--- src/pi_params.svh ---
// constants for the receive pointer interpreter
`ifndef PI_PARAMS_SVH
`define PI_PARAMS_SVH
`define F_NF 15:12
`define F_SS 11:10
`define F_VAL 9:0
`define PTR_MAX 10'h30E
`define NF_NORM 4'h6
`define NF_NDF 4'h9
`define AIS_WORD 16'hFFFF
`define CI_VAL 10'h3FF
`define SS_SDH 2'h2
`define I_MASK 10'h2AA
`define D_MASK 10'h155
`define MAJ3 3'h3
`define SON_MATCH 4'h8
`define SDH_INV 4'h3
`define SDH_OTHER 4'h2
`define HOLD_FR 2'h3
`define RUN3 2'h2
`define LOP_RUN 4'h7
`define A_CTRL 4'h0
`define A_STAT 4'h4
`define A_PTR 4'h8
`define C_SDH 0
`define C_PA1 1
`define C_PA2 2
`define C_PL1 3
`define C_PL2 4
`define CTRL_W 5
`endif

--- src/pi_pkg.sv ---
// types shared by the pointer interpreter
package pi_pkg;
   typedef enum logic [1:0] {ST_NORM, ST_LOP, ST_AIS} pi_state_t;
   typedef enum logic [2:0] {K_BAD, K_NORM, K_NDF, K_AIS, K_INC, K_DEC} pi_kind_t;
endpackage : pi_pkg

--- src/pointer_interpreter.sv ---
// receive pointer interpreter with wishbone register slave
`timescale 1ns/1ns
`default_nettype none
`include "pi_params.svh"
module pointer_interpreter (
   // clock and reset
   input wire logic clk_i,
   input wire logic rst_i,
   // wishbone slave
   input wire logic wb_cyc_i,
   input wire logic wb_stb_i,
   input wire logic wb_we_i,
   input wire logic [3:0] wb_adr_i,
   input wire logic [3:0] wb_sel_i,
   input wire logic [31:0] wb_dat_i,
   output logic [31:0] wb_dat_o,
   output logic wb_ack_o,
   // pointer words from the frame aligner
   input wire logic word_valid_i,
   input wire logic word_first_i,
   input wire logic [15:0] word_i,
   input wire logic frame_end_i,
   // interrupts
   output logic irq_out_first_o,
   output logic irq_out_second_o
);

   // ----------------------------------------
   // helpers
   // ----------------------------------------
   function automatic logic [3:0] pop10(input logic [9:0] v);
      logic [3:0] c;
      c = 4'h0;
      for (int k = 0; k < 10; k++) begin
         c = c + {3'h0, v[k]};
      end
      return c;
   endfunction : pop10

   function automatic logic maj3(input logic [3:0] n, input logic [3:0] p);
      logic [3:0] m;
      m = ~(n ^ p);
      return ({2'h0, m[0]} + {2'h0, m[1]} + {2'h0, m[2]} + {2'h0, m[3]}) >= `MAJ3;
   endfunction : maj3

   function automatic logic ss_ok(input logic [15:0] w, input logic sdh);
      return !sdh || (w[`F_SS] == `SS_SDH);
   endfunction : ss_ok

   // ----------------------------------------
   // state
   // ----------------------------------------
   logic [15:0] prim_q, prim_d;
   logic seen_q, seen_d, ci_bad_q, ci_bad_d;
   pi_pkg::pi_state_t st_q, st_d;
   logic [9:0] cur_q, cur_d, cand_q, cand_d;
   logic [1:0] same_q, same_d, ais_q, ais_d, hold_q, hold_d;
   logic [3:0] inv_q, inv_d;
   logic [`CTRL_W-1:0] ctrl_q, ctrl_d;
   logic pa_stat_q, pa_stat_d, pl_stat_q, pl_stat_d;
   logic pa_pend_q, pa_pend_d, pl_pend_q, pl_pend_d;
   logic ack_q, ack_d, irq1_q, irq1_d, irq2_q, irq2_d;
   logic [31:0] dat_q, dat_d;

   pi_pkg::pi_kind_t kind;
   logic [9:0] val, diff;
   logic sdh, eval, inc, dec, adj_ok, valid, take, rd_stat;

   assign sdh = ctrl_q[`C_SDH];
   assign eval = frame_end_i;
   assign val = prim_q[`F_VAL];
   assign diff = val ^ cur_q;

   // ----------------------------------------
   // classification of the primary pointer
   // ----------------------------------------
   always_comb begin
      if (sdh) begin
         inc = pop10(diff & `I_MASK) >= `SDH_INV && pop10(diff & `D_MASK) <= `SDH_OTHER;
         dec = pop10(diff & `D_MASK) >= `SDH_INV && pop10(diff & `I_MASK) <= `SDH_OTHER;
      end else begin
         inc = pop10(~(val ^ (cur_q ^ `I_MASK))) >= `SON_MATCH;
         dec = pop10(~(val ^ (cur_q ^ `D_MASK))) >= `SON_MATCH;
      end
      kind = pi_pkg::K_BAD;
      if (!seen_q) begin
         kind = pi_pkg::K_BAD;
      end else if (prim_q == `AIS_WORD) begin
         kind = pi_pkg::K_AIS;
      end else if (!ss_ok(prim_q, sdh)) begin
         kind = pi_pkg::K_BAD;
      end else if (maj3(prim_q[`F_NF], `NF_NDF) && val <= `PTR_MAX) begin
         kind = pi_pkg::K_NDF;
      end else if (maj3(prim_q[`F_NF], `NF_NORM)) begin
         if (st_q == pi_pkg::ST_NORM && val == cur_q) begin
            kind = pi_pkg::K_NORM;
         end else if (st_q == pi_pkg::ST_NORM && inc) begin
            kind = pi_pkg::K_INC;
         end else if (st_q == pi_pkg::ST_NORM && dec) begin
            kind = pi_pkg::K_DEC;
         end else if (val <= `PTR_MAX) begin
            kind = pi_pkg::K_NORM;
         end
      end
   end

   // ----------------------------------------
   // frame capture and pointer state machine
   // ----------------------------------------
   always_comb begin
      prim_d = prim_q;
      seen_d = seen_q;
      ci_bad_d = ci_bad_q;
      st_d = st_q;
      cur_d = cur_q;
      cand_d = cand_q;
      same_d = same_q;
      ais_d = ais_q;
      hold_d = hold_q;
      inv_d = inv_q;
      adj_ok = (kind == pi_pkg::K_INC || kind == pi_pkg::K_DEC) && hold_q == 2'h0;
      valid = 1'b0;
      if (st_q == pi_pkg::ST_AIS) begin
         valid = kind == pi_pkg::K_AIS;
      end else if (st_q == pi_pkg::ST_NORM) begin
         valid = (kind == pi_pkg::K_NORM && val == cur_q) || kind == pi_pkg::K_NDF || adj_ok;
      end
      valid = valid && !ci_bad_q;
      if (eval) begin
         seen_d = 1'b0;
         ci_bad_d = 1'b0;
         hold_d = (hold_q != 2'h0) ? hold_q - 2'h1 : 2'h0;
         ais_d = (kind == pi_pkg::K_AIS) ? ((ais_q == `RUN3 + 2'h1) ? ais_q : ais_q + 2'h1) : 2'h0;
         if (kind == pi_pkg::K_NORM) begin
            cand_d = val;
            same_d = (cand_q == val && same_q != `RUN3 + 2'h1) ? same_q + 2'h1 : ((cand_q == val) ? same_q : 2'h1);
         end else begin
            same_d = 2'h0;
         end
         inv_d = valid ? 4'h0 : ((inv_q == `LOP_RUN + 4'h1) ? inv_q : inv_q + 4'h1);
         if (kind == pi_pkg::K_NDF && st_q != pi_pkg::ST_LOP) begin
            st_d = pi_pkg::ST_NORM;
            cur_d = val;
            hold_d = `HOLD_FR;
         end else if (kind == pi_pkg::K_NORM && cand_q == val && same_q == `RUN3) begin
            st_d = pi_pkg::ST_NORM;
            cur_d = val;
         end else if (kind == pi_pkg::K_AIS && ais_q == `RUN3 && st_q != pi_pkg::ST_AIS) begin
            st_d = pi_pkg::ST_AIS;
         end else if (adj_ok) begin
            hold_d = `HOLD_FR;
            if (kind == pi_pkg::K_INC) begin
               cur_d = (cur_q == `PTR_MAX) ? 10'h000 : cur_q + 10'h001;
            end else begin
               cur_d = (cur_q == 10'h000) ? `PTR_MAX : cur_q - 10'h001;
            end
         end else if (!valid && inv_q >= `LOP_RUN && st_q != pi_pkg::ST_LOP) begin
            st_d = pi_pkg::ST_LOP;
         end
         // the count may saturate while another transition wins, so test with >=
         // loss state restarts the count, also on the frame that leaves it
         if (st_q == pi_pkg::ST_LOP || st_d == pi_pkg::ST_LOP) begin
            inv_d = 4'h0;
         end
      end
      if (word_valid_i) begin
         if (word_first_i) begin
            prim_d = word_i;
            seen_d = 1'b1;
         end else if (!((maj3(word_i[`F_NF], `NF_NDF) && word_i[`F_VAL] == `CI_VAL
                        && ss_ok(word_i, sdh)) || word_i == `AIS_WORD)) begin
            ci_bad_d = 1'b1;
         end
      end
   end

   always_ff @(posedge clk_i) begin
      if (rst_i) begin
         prim_q <= 16'h0000;
         seen_q <= 1'b0;
         ci_bad_q <= 1'b0;
         st_q <= pi_pkg::ST_LOP;
         cur_q <= 10'h000;
         cand_q <= 10'h000;
         same_q <= 2'h0;
         ais_q <= 2'h0;
         hold_q <= 2'h0;
         inv_q <= 4'h0;
      end else begin
         prim_q <= prim_d;
         seen_q <= seen_d;
         ci_bad_q <= ci_bad_d;
         st_q <= st_d;
         cur_q <= cur_d;
         cand_q <= cand_d;
         same_q <= same_d;
         ais_q <= ais_d;
         hold_q <= hold_d;
         inv_q <= inv_d;
      end
   end

   // ----------------------------------------
   // register slave, alarms and interrupts
   // ----------------------------------------
   // a status read returns the latched value, then reloads the live level
   always_comb begin
      ctrl_d = ctrl_q;
      dat_d = dat_q;
      ack_d = wb_cyc_i && wb_stb_i && !ack_q;
      take = ack_d;
      rd_stat = take && !wb_we_i && wb_adr_i == `A_STAT;
      if (take && !wb_we_i) begin
         if (wb_adr_i == `A_CTRL) begin
            dat_d = {27'h0, ctrl_q};
         end else if (wb_adr_i == `A_STAT) begin
            dat_d = {26'h0, st_q, pl_pend_q, pa_pend_q, pl_stat_q, pa_stat_q};
         end else if (wb_adr_i == `A_PTR) begin
            dat_d = {22'h0, cur_q};
         end else begin
            dat_d = 32'h0000_0000;
         end
      end
      if (take && wb_we_i && wb_adr_i == `A_CTRL && wb_sel_i[0]) begin
         ctrl_d = wb_dat_i[`CTRL_W-1:0];
      end
      // set wins over the clear of a read in the same cycle
      pa_stat_d = rd_stat ? (st_q == pi_pkg::ST_AIS) : pa_stat_q;
      pl_stat_d = rd_stat ? (st_q == pi_pkg::ST_LOP) : pl_stat_q;
      pa_pend_d = rd_stat ? 1'b0 : pa_pend_q;
      pl_pend_d = rd_stat ? 1'b0 : pl_pend_q;
      if ((st_q == pi_pkg::ST_AIS) != (st_d == pi_pkg::ST_AIS)) begin
         pa_stat_d = 1'b1;
         pa_pend_d = 1'b1;
      end
      if ((st_q == pi_pkg::ST_LOP) != (st_d == pi_pkg::ST_LOP)) begin
         pl_stat_d = 1'b1;
         pl_pend_d = 1'b1;
      end
      irq1_d = (pa_pend_q && ctrl_q[`C_PA1]) || (pl_pend_q && ctrl_q[`C_PL1]);
      irq2_d = (pa_pend_q && ctrl_q[`C_PA2]) || (pl_pend_q && ctrl_q[`C_PL2]);
   end

   always_ff @(posedge clk_i) begin
      if (rst_i) begin
         ctrl_q <= '0;
         dat_q <= 32'h0000_0000;
         ack_q <= 1'b0;
         pa_stat_q <= 1'b0;
         pl_stat_q <= 1'b0;
         pa_pend_q <= 1'b0;
         pl_pend_q <= 1'b0;
         irq1_q <= 1'b0;
         irq2_q <= 1'b0;
      end else begin
         ctrl_q <= ctrl_d;
         dat_q <= dat_d;
         ack_q <= ack_d;
         pa_stat_q <= pa_stat_d;
         pl_stat_q <= pl_stat_d;
         pa_pend_q <= pa_pend_d;
         pl_pend_q <= pl_pend_d;
         irq1_q <= irq1_d;
         irq2_q <= irq2_d;
      end
   end

   assign wb_dat_o = dat_q;
   assign wb_ack_o = ack_q;
   assign irq_out_first_o = irq1_q;
   assign irq_out_second_o = irq2_q;

   // ----------------------------------------
   // checks: state machine
   // ----------------------------------------
   // checks look at internal terms so that a wrong rank in the kind chain shows up early
   a_ais_entry: assert property (@(posedge clk_i) disable iff (rst_i)
      eval && kind == pi_pkg::K_AIS && ais_q == `RUN3 && st_q != pi_pkg::ST_AIS
      |=> st_q == pi_pkg::ST_AIS) else $error("alarm state not entered");
   a_lop_entry: assert property (@(posedge clk_i) disable iff (rst_i)
      eval && !valid && inv_q >= `LOP_RUN && st_q != pi_pkg::ST_LOP && kind != pi_pkg::K_AIS
      && kind != pi_pkg::K_NORM && kind != pi_pkg::K_NDF
      |=> st_q == pi_pkg::ST_LOP) else $error("loss state not entered");
   a_ndf_adopt: assert property (@(posedge clk_i) disable iff (rst_i)
      eval && kind == pi_pkg::K_NDF && st_q != pi_pkg::ST_LOP
      |=> st_q == pi_pkg::ST_NORM && cur_q == $past(val) && hold_q == `HOLD_FR)
      else $error("new data flag not adopted");
   a_norm_three: assert property (@(posedge clk_i) disable iff (rst_i)
      eval && kind == pi_pkg::K_NORM && cand_q == val && same_q == `RUN3
      |=> st_q == pi_pkg::ST_NORM && cur_q == $past(val)) else $error("three equal pointers ignored");
   a_ais_word: assert property (@(posedge clk_i) disable iff (rst_i)
      eval && kind == pi_pkg::K_AIS && st_q == pi_pkg::ST_AIS
      |=> st_q == pi_pkg::ST_AIS && inv_q == 4'h0) else $error("alarm pointer not valid in alarm");
   a_ndf_lop: assert property (@(posedge clk_i) disable iff (rst_i)
      eval && kind == pi_pkg::K_NDF && st_q == pi_pkg::ST_LOP
      |=> st_q == pi_pkg::ST_LOP) else $error("new data flag left loss state");
   a_three_states: assert property (@(posedge clk_i) disable iff (rst_i)
      st_q == pi_pkg::ST_NORM || st_q == pi_pkg::ST_LOP || st_q == pi_pkg::ST_AIS)
      else $error("state outside the three states");

   // ----------------------------------------
   // checks: classification
   // ----------------------------------------
   a_norm_range: assert property (@(posedge clk_i) disable iff (rst_i)
      kind == pi_pkg::K_NORM |-> val <= `PTR_MAX) else $error("normal pointer out of range");
   a_ndf_range: assert property (@(posedge clk_i) disable iff (rst_i)
      kind == pi_pkg::K_NDF |-> val <= `PTR_MAX && maj3(prim_q[`F_NF], `NF_NDF))
      else $error("new data flag misread");
   a_size_sdh: assert property (@(posedge clk_i) disable iff (rst_i)
      sdh && kind != pi_pkg::K_AIS && kind != pi_pkg::K_BAD |-> prim_q[`F_SS] == `SS_SDH)
      else $error("size bits not checked");

   // ----------------------------------------
   // checks: justification
   // ----------------------------------------
   a_inc_step: assert property (@(posedge clk_i) disable iff (rst_i)
      eval && adj_ok && kind == pi_pkg::K_INC && cur_q != `PTR_MAX
      |=> cur_q == $past(cur_q) + 10'h001) else $error("increment step wrong");
   a_dec_step: assert property (@(posedge clk_i) disable iff (rst_i)
      eval && adj_ok && kind == pi_pkg::K_DEC && cur_q != 10'h000
      |=> cur_q == $past(cur_q) - 10'h001) else $error("decrement step wrong");
   a_inc_wrap: assert property (@(posedge clk_i) disable iff (rst_i)
      eval && adj_ok && kind == pi_pkg::K_INC && cur_q == `PTR_MAX
      |=> cur_q == 10'h000) else $error("increment wrap wrong");
   a_dec_wrap: assert property (@(posedge clk_i) disable iff (rst_i)
      eval && adj_ok && kind == pi_pkg::K_DEC && cur_q == 10'h000
      |=> cur_q == `PTR_MAX) else $error("decrement wrap wrong");
   a_adj_hold: assert property (@(posedge clk_i) disable iff (rst_i)
      eval && hold_q != 2'h0 && (kind == pi_pkg::K_INC || kind == pi_pkg::K_DEC)
      |=> cur_q == $past(cur_q)) else $error("adjustment inside hold-off");
   a_sdh_both: assert property (@(posedge clk_i) disable iff (rst_i)
      eval && sdh && pop10(diff & `I_MASK) >= `SDH_INV && pop10(diff & `D_MASK) >= `SDH_INV
      && kind != pi_pkg::K_NDF && kind != pi_pkg::K_NORM
      |=> cur_q == $past(cur_q)) else $error("adjusted on ambiguous pointer");

   // ----------------------------------------
   // checks: alarms, interrupts and bus
   // ----------------------------------------
   a_pa_event: assert property (@(posedge clk_i) disable iff (rst_i)
      $changed(st_q == pi_pkg::ST_AIS) |-> pa_pend_q && pa_stat_q) else $error("alarm event not flagged");
   a_pl_event: assert property (@(posedge clk_i) disable iff (rst_i)
      $changed(st_q == pi_pkg::ST_LOP) |-> pl_pend_q && pl_stat_q)
      else $error("loss event not flagged");
   a_pa_irq1: assert property (@(posedge clk_i) disable iff (rst_i)
      $rose(pa_pend_q) && ctrl_q[`C_PA1]
      |=> irq1_q) else $error("alarm event not routed to first irq");
   a_pa_irq2: assert property (@(posedge clk_i) disable iff (rst_i)
      $rose(pa_pend_q) && ctrl_q[`C_PA2]
      |=> irq2_q) else $error("alarm event not routed to second irq");
   a_pl_irq1: assert property (@(posedge clk_i) disable iff (rst_i)
      $rose(pl_pend_q) && ctrl_q[`C_PL1]
      |=> irq1_q) else $error("loss event not routed to first irq");
   a_pl_irq2: assert property (@(posedge clk_i) disable iff (rst_i)
      $rose(pl_pend_q) && ctrl_q[`C_PL2]
      |=> irq2_q) else $error("loss event not routed to second irq");
   // a read only clears pending when no alarm change falls in the same cycle
   a_pend_clear: assert property (@(posedge clk_i) disable iff (rst_i)
      rd_stat && ((st_q == pi_pkg::ST_AIS) == (st_d == pi_pkg::ST_AIS))
      |=> !pa_pend_q) else $error("alarm pending not cleared by read");
   a_ack_answer: assert property (@(posedge clk_i) disable iff (rst_i)
      wb_cyc_i && wb_stb_i && !wb_ack_o |=> wb_ack_o) else $error("bus request not answered");
   a_ack_pulse: assert property (@(posedge clk_i) disable iff (rst_i)
      wb_ack_o |=> !wb_ack_o) else $error("ack held two cycles");

endmodule : pointer_interpreter
`default_nettype wire

--- config.mk ---
export PLATFORM = sky130hd
export DESIGN_NAME = pointer_interpreter
export DESIGN_NICKNAME = d
export VERILOG_FILES = /design/src/pi_pkg.sv /design/src/pointer_interpreter.sv
export VERILOG_INCLUDE_DIRS = /design/src
export SDC_FILE = /design/constraint.sdc
export NUM_CORES = 1
export LEC_CHECK = 0
export ABC_AREA = 1
export BUFFER_PORTS_ARGS = -buffer_cell sky130_fd_sc_hd__buf_2
export CORE_MARGIN = 2
export CORE_UTILIZATION = 30
export CTS_BUF_LIST = sky130_fd_sc_hd__clkbuf_8
export DETAILED_ROUTE_END_ITERATION = 10
export MAX_ROUTING_LAYER = met4
export SYNTH_ARGS = -nofsm -noshare
export SYNTH_HDL_FRONTEND = slang
export SYNTH_SLANG_ARGS = --single-unit
--- constraint.sdc ---
create_clock -name clk_i -period 6.1 [get_ports clk_i]
set_input_delay 0.305 -clock clk_i [delete_from_list [all_inputs] [get_ports clk_i]]
set_output_delay 0.305 -clock clk_i [all_outputs]
set_load 0.02 [all_outputs]
* Word level (Yosys, flattened, before mapping)
Index checks and enable logic that the tools add are counted.
** Storage, ports and cells
- Logic and storage cells :: 232
- Bits in registers :: 94
** Cells by class
- Bitwise logic cells :: 13
- $lt $le $gt $ge :: 11
- Eq/ne operators :: 33
- Mux-type cells :: 57
- Reductions and logical operators :: 58
- Add/subtract/negate cells :: 41
** Operators by type and width (count)
- 2-to-1 mux 10 bit :: 10
- adder 4 x 1 -> 4 bit :: 14
- 2-to-1 mux 2 bit :: 17
- equality test 16 bit, second input constant :: 2
- logical AND 1 bit :: 30
- bitwise XOR 10 bit :: 3
- 2-to-1 mux 3 bit :: 8
- adder 2 x 1 -> 3 bit :: 7
- equality test 10 bit :: 2
- equality test 10 bit, second input constant :: 2
- inverter 10 bit :: 2
- 2-to-1 mux 1 bit :: 19
- adder 3 x 1 -> 4 bit :: 4
- adder 1 x 1 -> 2 bit :: 7
- equality test 2 bit, second input constant :: 7
- 2-to-1 mux 4 bit :: 3
- inverter 4 bit :: 3
- adder 10 x 1 -> 10 bit, second input constant :: 1
- <= comparator 10 bit, second input constant :: 1
- zero test 10 bit :: 1
- inverter 5 bit :: 2
- AND reduction 2 bit :: 5
- subtractor 10 x 1 -> 10 bit, second input constant :: 1
- adder 3 x 1 -> 3 bit :: 3
- other kinds (27) :: 59

* Longest topological paths before layout
- Word-level depth :: 43
- Depth in mapped cells :: 32

* Worst setup path after synthesis
No wires, ideal clock.
- Path kind :: register to register
- Start point :: reg prim_q[1]
- End point :: reg pa_stat_q
- Buffers on the path :: 2
- Period minus slack after synthesis :: 4641 ps
- Path slack :: 1459 ps
- Stages on the path, launching flop included :: 28
- Data required time :: 5978 ps
- Arrival :: 4519 ps
- Library setup time :: 122 ps
- Cells stage by stage :: dfxtp_1 -> buf_4 -> xnor2_1 -> inv_1 -> fa_1 -> inv_1 -> fa_1 -> inv_1 -> fa_1 -> inv_1 -> ha_1 -> nand3_1 -> nand3_1 -> nand2_1 -> inv_1 -> nand2_1 -> nand2_1 -> a21oi_2 -> nand4_4 -> nand2_8 -> inv_6 -> buf_6 -> nand2_1 -> nand2_1 -> nand2_1 -> nand2_1 -> ha_1 -> o311a_1
** On the way
- Longest elaborated chain between the ends :: 42
- Elaborated cells between the ends (all ways) :: 84
- Those cells by class :: 22 x add/sub; 5 x order compare; 10 x eq/ne; 21 x mux; 5 x bitwise; 21 x reduce/logical
** RTL lines
- start: declaration :: line pointer_interpreter.sv:53 : logic [15:0] prim_q, prim_d;
- start signal: assignment :: line pointer_interpreter.sv:190 : prim_q <= prim_d;
- bitwise XOR 10 bit :: line pointer_interpreter.sv:83 : dec = pop10(~(val ^ (cur_q ^ `D_MASK))) >= `SON_MATCH;
- inverter 10 bit :: line pointer_interpreter.sv:83
- adder 1 x 1 -> 2 bit :: line pointer_interpreter.sv:35 : c = c + {3'h0, v[k]};
- adder 2 x 1 -> 3 bit :: line pointer_interpreter.sv:35
- adder 3 x 1 -> 4 bit :: line pointer_interpreter.sv:35
- adder 4 x 1 -> 4 bit (6 in series) :: line pointer_interpreter.sv:35
- greater-or-equal comparator 4 bit (no line)
- 2-to-1 mux 1 bit :: line pointer_interpreter.sv:78 : if (sdh) begin
- [... 20 more ...]
- 2-to-1 mux 2 bit :: line pointer_interpreter.sv:150 : end else if (adj_ok) begin
- 2-to-1 mux 2 bit :: line pointer_interpreter.sv:148 : end else if (kind == pi_pkg::K_AIS && ais_q == `RUN3 && st_q != pi_pkg::ST_AIS) begin
- 2-to-1 mux 2 bit :: line pointer_interpreter.sv:145 : end else if (kind == pi_pkg::K_NORM && cand_q == val && same_q == `RUN3) begin
- 2-to-1 mux 2 bit (*) :: line pointer_interpreter.sv:141 : if (kind == pi_pkg::K_NDF && st_q != pi_pkg::ST_LOP) begin
- 2-to-1 mux 2 bit (*) (2 in series) :: line pointer_interpreter.sv:129 : if (eval) begin
- equality test 2 bit (*) :: line pointer_interpreter.sv:232 : if ((st_q == pi_pkg::ST_AIS) != (st_d == pi_pkg::ST_AIS)) begin
- != test 1 bit (*) :: line pointer_interpreter.sv:232
- 2-to-1 mux 1 bit or nonzero test 2 bit (tied branches)
- end signal: assignment :: line pointer_interpreter.sv:259 : pa_stat_q <= pa_stat_d;
- end: declaration :: line pointer_interpreter.sv:60 : logic pa_stat_q, pa_stat_d, pl_stat_q, pl_stat_d;
Mark *: on every way between the ends. The rest lies on a longest branch, timed or not. The select of a mux whose other input is x is not followed.
A chain may end at the register's enable or synchronous reset.

* Worst setup path in the final report
- Start point :: reg cur_q[1]
- End point :: reg pa_stat_q
** On the way
- Longest elaborated chain between the ends :: 42
- Elaborated cells between the ends (all ways) :: 80
- Those cells by class :: 22 x add/sub; 4 x order compare; 8 x eq/ne; 20 x mux; 6 x bitwise; 20 x reduce/logical
** RTL lines
- start: declaration :: line pointer_interpreter.sv:56 : logic [9:0] cur_q, cur_d, cand_q, cand_d;
- start signal: assignment :: line pointer_interpreter.sv:194 : cur_q <= cur_d;
- bitwise XOR 10 bit or inverter 5 bit (tied branches)
- inverter 10 bit or bitwise XOR 10 bit (tied branches) :: line pointer_interpreter.sv:83, pointer_interpreter.sv:82
- adder 1 x 1 -> 2 bit or inverter 10 bit (tied branches) :: line pointer_interpreter.sv:35, pointer_interpreter.sv:82
- adder 2 x 1 -> 3 bit or adder 1 x 1 -> 2 bit (tied branches) :: line pointer_interpreter.sv:35
- adder 3 x 1 -> 4 bit or adder 2 x 1 -> 3 bit (tied branches) :: line pointer_interpreter.sv:35
- adder 4 x 1 -> 4 bit or adder 3 x 1 -> 4 bit (tied branches) :: line pointer_interpreter.sv:35
- adder 4 x 1 -> 4 bit (5 in series) :: line pointer_interpreter.sv:35
- greater-or-equal comparator 4 bit (no line) or adder 4 x 1 -> 4 bit (tied branches)
- [... 21 more ...]
- 2-to-1 mux 2 bit :: line pointer_interpreter.sv:150
- 2-to-1 mux 2 bit :: line pointer_interpreter.sv:148
- 2-to-1 mux 2 bit :: line pointer_interpreter.sv:145
- 2-to-1 mux 2 bit (*) :: line pointer_interpreter.sv:141
- 2-to-1 mux 2 bit (*) (2 in series) :: line pointer_interpreter.sv:129
- equality test 2 bit (*) :: line pointer_interpreter.sv:232
- != test 1 bit (*) :: line pointer_interpreter.sv:232
- 2-to-1 mux 1 bit or nonzero test 2 bit (tied branches)
Marked as above.

==> results.yml <==
die:
  die_w_um: 135
  die-area_um2: 18300
  ioPinCount: 99
  start_util: 0.303
  die-height_um: 135
  core_um2: 17100
  num_rows: 48
sta:
  fin_crit_sh: 0.813
  clock.fmax_ghz: 0.202
  rsz0062_at_grt: "false"
  setup_viol: 0
  fin_ws_ps: 1140
  tightest_slew_ps: 879
  finClkSkew_ps: 9.22
  slew_violations: 0
  hold_viol_final: 0
  finalCriticalPeriod_ps: 4960
  setup-tns-final_ps: 0
  maxSlewHeadroom: 0.413
placement:
  place_inst: 972
  io_buffers: 46
  place_ws_ps: 1180
  gp_congestion: 0.891
  place_area_um2: 5490
  dp_hpwl_mm: 9.72
power:
  power.density_nw_per_um2: 205
  p_leak_nw: 2.72
  vdd_drop_max_uv: 109
min_path:
  hold_path.class: "in -> reg"
  holdPathStages: 3
  worstHoldEndpoint: "ctrl_q[2]"
  hp-start: "wb_dat_i[2]"
logic_synthesis:
  yosys.area.top_type: "dfxtp_1"
  seq_area_frac_synth: 0.278
  async_flop_share: 0
  ys_top_cells_by_area: "dfxtp_1, nand2_1, inv_1"
  synth_edf_count: 0
  syn_area_per_cell_um2: 7.18
  synthFlopType: "dfxtp_1"
  yosys_warnings: 0
  yosysMostFrequentCell: "nand2_1"
  ys_ff_latch: 72
  yosysTopAreaCellShare: 0.278
  synth_commonest_cells: "nand2_1, inv_1, dfxtp_1"
  syn-cell-area_um2: 5180
  ys_types: 49
  syn_inst: 722
routing:
  first_iter_violations: 269
  vias: 4586
  wl_per_cell_um: 12.8
  drt-vias-per-instance: 4.64
  routed_wl_mm: 12.6
  route.detailed.drc: 0
  ant_nets: 0
  dr.pass1.iters: 5
critical_path:
  crit-reg2reg-launch: "cur_q[1]"
  r2r-end: "pa_stat_q"
  max_stage_delay_ps: 550
  cp-start-kind: "register"
  path_class: "reg -> reg"
  crit_arrival_ps: 5220
  reg2reg_depth: 27
  cpLargestDelayFamily: "adder cells"
  crit_required_ps: 6360
  critPathSlowestCell: "fa_1"
  ff2ff_setup_slack_ps: 1140
  path_common_cell: "nand2_1"
  cp_num_buf_inv: 5
  crit_fanout: 5
  end_kind: "register"
grt:
  grt_overflow: 0
  grt_antenna_before_repair: 0
  grt_max_degree: 56
  grt_pass1_vias: 4053
  grt_util_all_layers: 0.146
  grt_pass1_wl_mm: 20.7
clock_network:
  cts_tree: "built"
  clock_latency_ps: 370
  clock_sinks: 72
  clockRootBuffer: "clkbuf_8"
  cts_hold_buf: 0
  clock_path_buffers: 2
  clk_pin_slew_worst_paths_ps: 80
  cts_buffers: 9
  cts_resized: 0
  ctsHtreeMaxLevel: 3
  cts_setup_buffers: 0
run:
  max_cap_viol_count: 0
finish:
  fillCellCount: 1852
  antennaDiodeCount: 0
  final_nets: 867
  drive_above_1_share: 0.149
  final_area_um2: 5720
  areaGrowthSynthToFinish_pct: 10.4
  stdcell_count: 988
outcome:
  outcome: "completed"
-- how the worst max path moves through the flow --
stage	start	to	depth (start not counted)
after floorplan	prim_q[1]	pa_stat_q	27
final	cur_q[1]	pa_stat_q	27
after detailed placement	cur_q[1]	pa_stat_q	27
after global routing	cur_q[1]	pa_stat_q	27
after global placement	cur_q[1]	pa_stat_q	27
after CTS	cur_q[1]	pa_stat_q	27
-- metal layers --
layer	GRT usage	share of wire
met4	0.0463	0.019
met1	0.204	0.51
met3	0.0277	0.053
met5	-	0
met2	0.213	0.42
-- stage by stage --
step                hold WS, ps  total power, mW  utilization
global placement            458            0.722        0.321
finish                      188             1.17        0.334
CTS                         176             1.19        0.334
global route                196             1.25        0.334
floorplan                   444            0.681            -
detailed placement          466            0.724        0.321
-- sequential cells by signal, summed over array words and instances (netlist names), 2 cells and up --
signal and cells:
inv_q 4, st_q 2, same_q 2, cand_q 10, wb_dat_o 10, prim_q 16
ctrl_q 5, ais_q 2, cur_q 10, hold_q 2
-- cell type report --
class                           instances  area (µm²)  share of cell area
Clock buffer                            9         124              0.0216
Clock inverter                          7         111              0.0195
Multi-Input combinational cell        514        3080               0.539
Inverter                              112         428              0.0748
Sequential cell                        72        1440               0.252
Tap cell                              225         282              0.0492
Timing Repair Buffer                   49         253              0.0442
-- worst reg2reg max path: stages, from the launching register on --
cell	delay [ps]
dfxtp_1	370
xnor2_1	360
inv_1	160
fa_1	550
inv_1	50
fa_1	490
inv_1	50
fa_1	530
inv_1	50
ha_1	190
nand3_1	80
nand3_1	60
nand2_1	60
inv_1	30
nand2_1	70
nand2_1	110
a21oi_2	220
nand3_1	120
nand3_1	100
nand2_1	100
nand2_1	90
nand2_1	50
nand2_1	50
nand3_1	110
nand2_1	90
nand2_1	50
ha_1	300
o311a_1	350
-- kinds of logic after synthesis --
group,count (synthesis),share of synthesized area
and+or+nand+nor,266,0.241
DFF,72,0.278
muxes,1,0.00193
other,1,0.000724
adders and majority gates,45,0.133
AOI/OAI and AO/OA,160,0.169
xor gates and xnor gates,20,0.0338
buffers and inverters,157,0.142
-- report_power, final --
part | switching, mW | total [mW] | leakage, nW | internal [mW]
combinational | 0.135 | 0.214 | 2.02 | 0.0787
sequential | 0.0143 | 0.499 | 0.586 | 0.485
clock | 0.192 | 0.461 | 0.120 | 0.269
-- layout by cell type (no fill, tap or decap), types with 3 or more instances in the layout --
| cell type | count |
|---|---|
| a21oi_1 | 63 |
| a22oi_1 | 4 |
| buf_2 | 46 |
| buf_4 | 3 |
| bufinv_16 | 3 |
| clkbuf_8 | 9 |
| conb_1 | 22 |
| dfxtp_1 | 72 |
| fa_1 | 17 |
| ha_1 | 28 |
| inv_1 | 98 |
| inv_2 | 13 |
| nand2_1 | 105 |
| nand2_2 | 6 |
| nand2_4 | 3 |
| nand3_1 | 35 |
| nand3_2 | 3 |
| nand4_1 | 14 |
| nor2_1 | 69 |
| nor2_2 | 5 |
| nor3_1 | 9 |
| o21ai_0 | 65 |
| o21ai_1 | 7 |
| o21ai_2 | 3 |
| o22ai_1 | 5 |
| or2_2 | 6 |
| xnor2_1 | 7 |
| xor2_1 | 13 |
(Power assumes the default switching activity.)
